File: src/rtl/edc_map.vh
// Named constants for the edge clock divider.
`ifndef EDC_MAP_VH
`define EDC_MAP_VH

// Division modes on i_div_mode.
`define EDC_MODE_DIV2 2'h0
`define EDC_MODE_DIV4 2'h1
`define EDC_MODE_DIV8 2'h2

// Input clock sources on i_src_sel.
`define EDC_SRC_PLL 2'h0
`define EDC_SRC_DELAY 2'h1
`define EDC_SRC_FABRIC 2'h2
`define EDC_SRC_EXT 2'h3

// Division counter width, its reset value and one step.
`define EDC_CNT_W 3
`define EDC_CNT_RST 3'h0
`define EDC_CNT_ONE 3'h1

// Bit of the counter that carries each divided clock.
`define EDC_BIT_DIV2 0
`define EDC_BIT_DIV4 1
`define EDC_BIT_DIV8 2

// Reset level of every synchroniser stage and of every output.
`define EDC_LOW 1'h0

// Held level of the divider reset stages and of the start flag.
`define EDC_HIGH 1'h1

`endif

File: src/rtl/edc_divider.v
// Edge clock divider: source select, divide by 2, 4 or 8, reset and release.
//
// What this block does
// - The output runs at a half, a quarter or an eighth of the selected input clock as the mode says.
// - The output phase is fixed by the first edge of the selected input clock after release, so every restart gives the same phase.
// - The divider reset clears the divider and drives all outputs low at once, with no clock edge.
// - After release is asserted the outputs start toggling only on an edge of the input clock.
// - The input clock is chosen among a PLL or DLL output, a delay line, a fabric signal or a pin.
`timescale 1ns/1ps
`default_nettype none

`include "edc_map.vh"

module edc_divider (
  input wire i_clock,
  input wire i_rst_n,
  input wire i_div_rst,
  input wire i_release,
  input wire [1:0] i_div_mode,
  input wire [1:0] i_src_sel,
  input wire i_src_pll,
  input wire i_src_delay,
  input wire i_src_fabric,
  input wire i_src_ext,
  output reg o_div_clk,
  output reg o_div2,
  output reg o_div4,
  output reg o_div8,
  output reg o_running
);

  ////////////////////////////////////////////////////////////////////////////
  // Input synchronisers.

  wire pll_level;
  wire delay_level;
  wire fabric_level;
  wire ext_level;
  wire release_level;

  edc_sync u_sync_pll (
    .i_clock(i_clock),
    .i_rst_n(i_rst_n),
    .i_async(i_src_pll),
    .o_level(pll_level)
  );

  edc_sync u_sync_delay (
    .i_clock(i_clock),
    .i_rst_n(i_rst_n),
    .i_async(i_src_delay),
    .o_level(delay_level)
  );

  edc_sync u_sync_fabric (
    .i_clock(i_clock),
    .i_rst_n(i_rst_n),
    .i_async(i_src_fabric),
    .o_level(fabric_level)
  );

  edc_sync u_sync_ext (
    .i_clock(i_clock),
    .i_rst_n(i_rst_n),
    .i_async(i_src_ext),
    .o_level(ext_level)
  );

  edc_sync u_sync_release (
    .i_clock(i_clock),
    .i_rst_n(i_rst_n),
    .i_async(i_release),
    .o_level(release_level)
  );

  ////////////////////////////////////////////////////////////////////////////
  // Divider reset release.

  // The divider reset clears all but the input synchronisers at once, but its release is just
  // as asynchronous as its assertion. Three stages move the release onto
  // the clock, and the core leaves clear only when the second and third
  // agree, so the counter never starts inside a metastable window.
  reg div_hold1;
  reg div_hold2;
  reg div_hold3;
  wire core_clear;

  always @(posedge i_clock or posedge i_div_rst) begin
    if (i_div_rst) begin
      div_hold1 <= `EDC_HIGH;
      div_hold2 <= `EDC_HIGH;
      div_hold3 <= `EDC_HIGH;
    end else begin
      div_hold1 <= `EDC_LOW;
      div_hold2 <= div_hold1;
      div_hold3 <= div_hold2;
    end
  end

  // The system reset joins the same clear, so both resets release the
  // counter and the outputs through one path.
  assign core_clear = !i_rst_n || div_hold2 || div_hold3;

  ////////////////////////////////////////////////////////////////////////////
  // Source edge detection and selection.

  // One previous-level flop per source, so that moving the selector picks
  // up a real edge of the new source rather than a step between sources.
  // The counter is held in clear while the divider reset is released,
  // which masks the one false edge that the cleared flops can show.
  // Limitation: a source level must stand for about two clock cycles to
  // pass the filter, so a faster source loses edges and the output slows.
  reg pll_prev;
  reg delay_prev;
  reg fabric_prev;
  reg ext_prev;
  reg src_edge;

  always @(posedge i_clock or posedge i_div_rst) begin
    if (i_div_rst) begin
      pll_prev <= `EDC_LOW;
      delay_prev <= `EDC_LOW;
      fabric_prev <= `EDC_LOW;
      ext_prev <= `EDC_LOW;
    end else begin
      pll_prev <= pll_level;
      delay_prev <= delay_level;
      fabric_prev <= fabric_level;
      ext_prev <= ext_level;
    end
  end

  always @* begin
    case (i_src_sel)
      `EDC_SRC_PLL: src_edge = pll_level & ~pll_prev;
      `EDC_SRC_DELAY: src_edge = delay_level & ~delay_prev;
      `EDC_SRC_FABRIC: src_edge = fabric_level & ~fabric_prev;
      `EDC_SRC_EXT: src_edge = ext_level & ~ext_prev;
      default: src_edge = pll_level & ~pll_prev;
    endcase
  end

  ////////////////////////////////////////////////////////////////////////////
  // Division counter and output clock select.

  reg running;
  reg next_running;
  reg [`EDC_CNT_W-1:0] cnt;
  reg [`EDC_CNT_W-1:0] next_cnt;
  reg next_div_clk;

  always @* begin
    next_running = running;
    next_cnt = cnt;
    if (src_edge) begin
      if (running) begin
        next_cnt = cnt + `EDC_CNT_ONE;
      end else if (release_level) begin
        // Start counts from one on this edge, so the phase repeats.
        next_running = `EDC_HIGH;
        next_cnt = `EDC_CNT_ONE;
      end
    end
  end

  // Mode code 3 is not a division of its own; it falls back to halving.
  always @* begin
    case (i_div_mode)
      `EDC_MODE_DIV2: next_div_clk = next_cnt[`EDC_BIT_DIV2];
      `EDC_MODE_DIV4: next_div_clk = next_cnt[`EDC_BIT_DIV4];
      `EDC_MODE_DIV8: next_div_clk = next_cnt[`EDC_BIT_DIV8];
      default: next_div_clk = next_cnt[`EDC_BIT_DIV2];
    endcase
  end

  // Both resets clear the counter; the divider reset acts with no clock.
  always @(posedge i_clock or posedge i_div_rst) begin
    if (i_div_rst) begin
      running <= `EDC_LOW;
      cnt <= `EDC_CNT_RST;
    end else if (core_clear) begin
      running <= `EDC_LOW;
      cnt <= `EDC_CNT_RST;
    end else begin
      running <= next_running;
      cnt <= next_cnt;
    end
  end

  ////////////////////////////////////////////////////////////////////////////
  // Registered outputs.

  // Each divided output is a flop fed from the next counter value, so it moves on
  // the same clock edge as the counter and cannot glitch between edges.
  // The trade is the adder path standing in front of the output flops.
  always @(posedge i_clock or posedge i_div_rst) begin
    if (i_div_rst) begin
      o_div_clk <= `EDC_LOW;
      o_div2 <= `EDC_LOW;
      o_div4 <= `EDC_LOW;
      o_div8 <= `EDC_LOW;
      o_running <= `EDC_LOW;
    end else if (core_clear) begin
      o_div_clk <= `EDC_LOW;
      o_div2 <= `EDC_LOW;
      o_div4 <= `EDC_LOW;
      o_div8 <= `EDC_LOW;
      o_running <= `EDC_LOW;
    end else begin
      o_div_clk <= next_div_clk;
      o_div2 <= next_cnt[`EDC_BIT_DIV2];
      o_div4 <= next_cnt[`EDC_BIT_DIV4];
      o_div8 <= next_cnt[`EDC_BIT_DIV8];
      o_running <= next_running;
    end
  end

endmodule // edc_divider

`default_nettype wire

File: src/rtl/edc_sync.v
// Three-stage synchroniser with a two-stage agreement filter.
`timescale 1ns/1ps
`default_nettype none

`include "edc_map.vh"

module edc_sync (
  input wire i_clock,
  input wire i_rst_n,
  input wire i_async,
  output reg o_level
);

  reg stage1;
  reg stage2;
  reg stage3;

  // Only stage2 reads stage1; the filter looks at stages two and three.
  always @(posedge i_clock) begin
    if (!i_rst_n) begin
      stage1 <= `EDC_LOW;
      stage2 <= `EDC_LOW;
      stage3 <= `EDC_LOW;
      o_level <= `EDC_LOW;
    end else begin
      stage1 <= i_async;
      stage2 <= stage1;
      stage3 <= stage2;
      if (stage2 == stage3) begin
        o_level <= stage3;
      end
    end
  end

endmodule // edc_sync

`default_nettype wire

File: config.mk
export PLATFORM = sky130hd
export DESIGN_NAME = edc_divider
export DESIGN_NICKNAME = d
export VERILOG_FILES = /design/src/rtl/edc_divider.v /design/src/rtl/edc_sync.v
export VERILOG_INCLUDE_DIRS = /design/src /design/src/rtl
export SDC_FILE = /design/constraint.sdc
export NUM_CORES = 1
export LEC_CHECK = 0
export BUFFER_PORTS_ARGS = -buffer_cell sky130_fd_sc_hd__buf_2
export CAP_MARGIN = 0
export CORE_ASPECT_RATIO = 1.1
export CORE_MARGIN = 2
export CORE_UTILIZATION = 48
export DETAILED_ROUTE_END_ITERATION = 8
export PLACE_DENSITY = 0.72
export SETUP_SLACK_MARGIN = 0.1
export SYNTH_ARGS = -nofsm -noshare
export SYNTH_HDL_FRONTEND = slang
export SYNTH_SLANG_ARGS = --single-unit
File: constraint.sdc
create_clock -name i_clock -period 1.62 [get_ports i_clock]
set_input_delay 0.324 -clock i_clock [delete_from_list [all_inputs] [get_ports i_clock]]
set_output_delay 0.324 -clock i_clock [all_outputs]
set_load 0.01 [all_outputs]
# After elaboration in Yosys (flattened, before gate mapping)
# Cells that the tools add are included.
# op_classes
mux	14
n_reduce_logical	5
n_bitwise	8
add_sub_neg	1
n_eq_ne	10
# op_table
operator	count
$mux 3	4
$mux 1	8
$eq 2x2->1 const B	3
$eq 1x1->1	5
$and 1x1->1	4
$eq 2x1->1 const B	2
$not 1->1	4
$pmux 1 s4	1
$add 3x1->3 const B	1
$logic_not 2->1	1
$logic_or 1x1->1	2
$pmux 1 s2	1
$reduce_bool 2->1	1
$logic_not 1->1	1
# word_totals
elab_cells	71
in_bits	12
regBits	35

# Longest topological paths before layout
# depth
depth_word	6
ltp_mapped	6
ltp_nobuf	6

# By module
# Synthesis repeated with hierarchy kept, for this count alone.
# hier_totals
hier_cells	95
area_unflattened_um2	1114.8
# modules_own_cells
module	cells_each	instances	area_each_um2
edc_sync	10	5	116.4
edc_divider	45	1	533.0

# Worst setup path before layout
# OpenSTA, ideal clock, no wires.
# synth_path
path_type	register -> register
startpoint	register u_sync_ext.o_level
endpoint	register o_div_clk
setup_slack_ns	-0.073
arrival_ns	1.600
period_less_slack_ns	1.693
required_ns	1.526
path_stages_with_launch	6
path_cell_list	dfxtp_1 > nor2b_1 > mux4_2 > and2_4 > mux2_4 > a221oi_2
# synth_between
elab_chain_cells	5
# synth_lines
element	line	source
from (decl)	edc_sync.v:11	output reg o_level
from (signal assigned)	edc_sync.v:24	o_level <= `EDC_LOW;
from (signal assigned)	edc_sync.v:30	o_level <= stage3;
$and 1x1->1	edc_divider.v:138	`EDC_SRC_EXT: src_edge = ext_level & ~ext_prev;
$pmux 1 s4	edc_divider.v:134	case (i_src_sel)
$mux 3	edc_divider.v:155	if (src_edge) begin
$pmux 1 s2	edc_divider.v:168	case (i_div_mode)
$mux 1	edc_divider.v:203	end else if (core_clear) begin
to (signal assigned)	edc_divider.v:198	o_div_clk <= `EDC_LOW;
to (signal assigned)	edc_divider.v:204	o_div_clk <= `EDC_LOW;
to (signal assigned)	edc_divider.v:210	o_div_clk <= next_div_clk;
to (decl)	edc_divider.v:25	output reg o_div_clk,
# No other way between the ends.
# A chain may end at the register's enable or synchronous reset.

# Final worst setup path
# Same ends and word-level chain as after synthesis.

==> out/qor.txt <==
RUN STATUS
------------------------------------------------------------------------------------
Run status                                                              finished, violations left
Failing checks                                                          negative setup slack

LAYOUT
------------------------------------------------------------------------------------
Multi-input gate area in the final layout                                    413 um2
Layout Cells excl Fill                                                           154
Ratio of cells with drive above 1 in the final layout                          32.3%
Register with the highest flop count                                             cnt
Total of fill cells in the finished design                                       189
Sequential Area                                                              707 um2
Layout-stage area growth over the synthesis result                             20.4%
Net count, final                                                                 138
Inserted Diodes                                                                    0
Max FFs per register                                                               3

TIMING
------------------------------------------------------------------------------------
Final-layout setup total negative slack                                   -0.0750 ns
Hold Slack                                                                  0.193 ns
Number of endpoints with negative hold slack in the final report                   0
Max Clock Freq                                                               590 MHz
Max Slew Vio Count                                                                 0
Final worst path period share                                                   105%
Number of setup violations in the final report                                     1
RSZ-0062 raised after global routing                                            true
Clk_skew                                                                   0.0114 ns
Crit path time final                                                         1.69 ns
Post-layout worst setup margin                                            -0.0750 ns

WORST SETUP PATH
------------------------------------------------------------------------------------
Setup crit start                                                        u_sync_ext.o_level
End point of the critical path                                             o_div_clk
Launch point of the worst reg-to-reg path                               u_sync_ext.o_level
Capturing point of the worst reg2reg path                                  o_div_clk
Worst Path Arrival                                                           1.93 ns
Class of the most critical setup path                                        reg2reg
Crit start category                                                         register
Nature of the critical path endpoint                                        register
Critical Path Fanout Max                                                           4
Data required time of the critical path                                      1.85 ns
Slack of the worst reg-to-reg path                                          -0.07 ns
Cells on worst reg2reg path                                                        5

POWER
------------------------------------------------------------------------------------
Power density over the cells                                              951 nW/um2
Peak ir drop on the vdd network                                           0.000693 V
Cell leakage power                                                          0.626 nW

FLOORPLANNING
------------------------------------------------------------------------------------
Horiz. Die Dim                                                               50.2 um
Number of standard-cell rows in the floorplan                                     18
I/O pin cnt                                                                       17
Starting Density                                                               50.6%
DIE AREA                                                                    2750 um2
Area inside the core boundary                                               2230 um2
Height of the chip                                                           54.8 um

GLOBAL ROUTING
------------------------------------------------------------------------------------
Number of global-route vias before repair                                        738
Pin count of the biggest net entering global routing                              22
Overall routing resource usage                                                 16.0%
Antenna violations before repair                                                   0
Wire length of the first global-routing pass                                 3060 um
Leftover overflow at the end of global routing                                     0

SYNTHESIS
------------------------------------------------------------------------------------
Flop and latch count out of synthesis                                             32
Sequential share of the synthesized area                                       62.5%
Number of nets in the synthesized netlist                                        110
Most repeated cell in the gate-level netlist after synthesis                 dfxtp_1
Distinct cells, synth                                                             26
Most instantiated flip-flop cell in the synthesis netlist                    dfxtp_1
Post-synth top area cell                                                     dfxtp_1
Share of Yosys cell area claimed by the top area cell type                     35.5%
Warnings from Yosys                                                                0
Synth Cell Area                                                             1130 um2
Largest cells by area after synthesis                                   dfxtp_1 36%, dfrtp_1 20%, and2_1 8.9%
Syn avg cell area                                                           11.9 um2
Share of flip-flops with an asynchronous set or reset after synthesis          37.5%
Cell types with the highest counts after synthesis                      20 x dfxtp_1, 16 x and2_1, 9 x dfrtp_1
Number of enable-type register cells in the synthesized netlist                    0
Post-Syn Instances                                                                95

CLOCKING
------------------------------------------------------------------------------------
CTS max path bufs                                                                  2
Clock latency reported for the late side of the worst-skew pair              0.33 ns
H-tree depth                                                                       2
Number of clock buffers inserted by TritonCTS                                      5
CTS Sinks                                                                         32
Clock tree root buffer cell                                                 clkbuf_4
Clock-pin slew on the worst setup and hold paths                             0.10 ns
CTS tree                                                                         yes

DRT
------------------------------------------------------------------------------------
Vias                                                                             730
Detailed Route Iter0 Violations                                                    8
Total wirelength of the detailed-routed design                               1660 um
Drt via density                                                                 4.74
Remaining design rule violation count                                              0
First-pass iteration count of the detailed router                                  3
Final ANT Viol Nets                                                                0
Routed wire length per instance                                              10.8 um

PLACE
------------------------------------------------------------------------------------
Placed Cells incl. Taps                                                          144
Count of input and output buffers                                                 16
Final estimated routing congestion in global placement                         0.717
Detailed-placement wirelength estimate                                       1170 um

JOB
------------------------------------------------------------------------------------
Max-cap violation count                                                            0

MIN PATH
------------------------------------------------------------------------------------
Class of the worst hold path                                                  in2reg

## layout make-up
cell class / count / share of cell area (%)
tap: 30 / 2.76
clock inverter: 1 / 0.369
inverter: 4 / 1.11
multi-input combinational: 57 / 30.4
sequential: 32 / 52.1
clock buffer: 7 / 3.32
timing repair buffer: 23 / 9.95
## what timing repair did
action                                 4_1_cts  5_1_grt
hold buffers                                 1        0
cloned                                       0        0
setup endpoints to repair                    3        3
resized for setup                            0        3
pin swaps                                    0        1
buffers inserted                             0        1
endpoints found under the hold margin        5        0
## metrics by stage
stage,total power [mW],setup slack (ns),area (um2),utilization (%)
global route,1.36,-0.175,1360,60.9
finish,1.29,-0.0750,1360,60.9
global placement,0.888,-0.0782,1280,57.2
detailed placement,0.893,-0.102,1280,57.2
CTS,1.31,-0.0830,1340,59.9
floorplan,0.868,-0.0269,1130,-
## placed cells by master, fill, tap and decap left out, drive strengths merged
cell type    count
o21ai            6
a21oi            1
dfrtp            9
clkinv           1
a22o             1
a22oi            1
nor2b            4
ha               3
mux2i            1
nor2             5
and2            17
mux4             1
dfstp            3
a221oi           1
buf             22
or3b             1
xor2             1
a32oi            1
a21boi           5
nand2            5
conb             1
o21ba            1
inv              4
dlygate4sd3      1
mux2             1
clkbuf           7
dfxtp           20
## routing by layer
layer / GRT usage [%] / wire [um] / share of wire, % / up-vias
li1: - / - / - / 366
met2: 28.7 / 849 / 51 / 17
met1: 15.6 / 657 / 40 / 339
met4: 9.72 / 44 / 2.7 / 0
met3: 6.56 / 107 / 6.5 / 8
met5: 0 / 0 / 0 / -
## worst max-delay path: stages (launching register included)
cell and delay [ns]:
dfxtp_2 0.33, nor2b_4 0.11, mux4_2 0.51, and2_4 0.17, mux2_4 0.26, a221oi_2 0.22
## where the power goes
part / switching, mW / internal (mW)
clock network: 0.246 / 0.169
logic: 0.0272 / 0.0288
registers: 0.00622 / 0.814
## worst min-delay path by stage
stage                          from           endpoint  slack, ns  cells after the start
final                     i_src_ext  u_sync_ext.stage1       0.19                      2
after global routing      i_src_ext  u_sync_ext.stage1       0.18                      2
after CTS                 i_src_ext  u_sync_ext.stage1       0.19                      2
after detailed placement  div_hold1          div_hold2       0.35                      0
after global placement    i_div_rst             cnt[1]       0.34                      2
after floorplan           i_div_rst             cnt[0]       0.19                      1
## kinds of logic (layout without fill, tap and decap cells)
| logic type | after synthesis | in the layout | share of synthesized area, % |
|---|---|---|---|
| compound gates | 17 | 17 | 10.9 |
| xor+xnor | 1 | 1 | 0.777 |
| fa+ha+maj | 3 | 3 | 3.33 |
| buf+inv | 6 | 35 | 2.00 |
| flops | 32 | 32 | 62.5 |
| mux | 3 | 3 | 4.22 |
| other cells | 1 | 1 | 0.333 |
| simple gates | 32 | 32 | 16.0 |
Power figures use the tool's default switching activity.
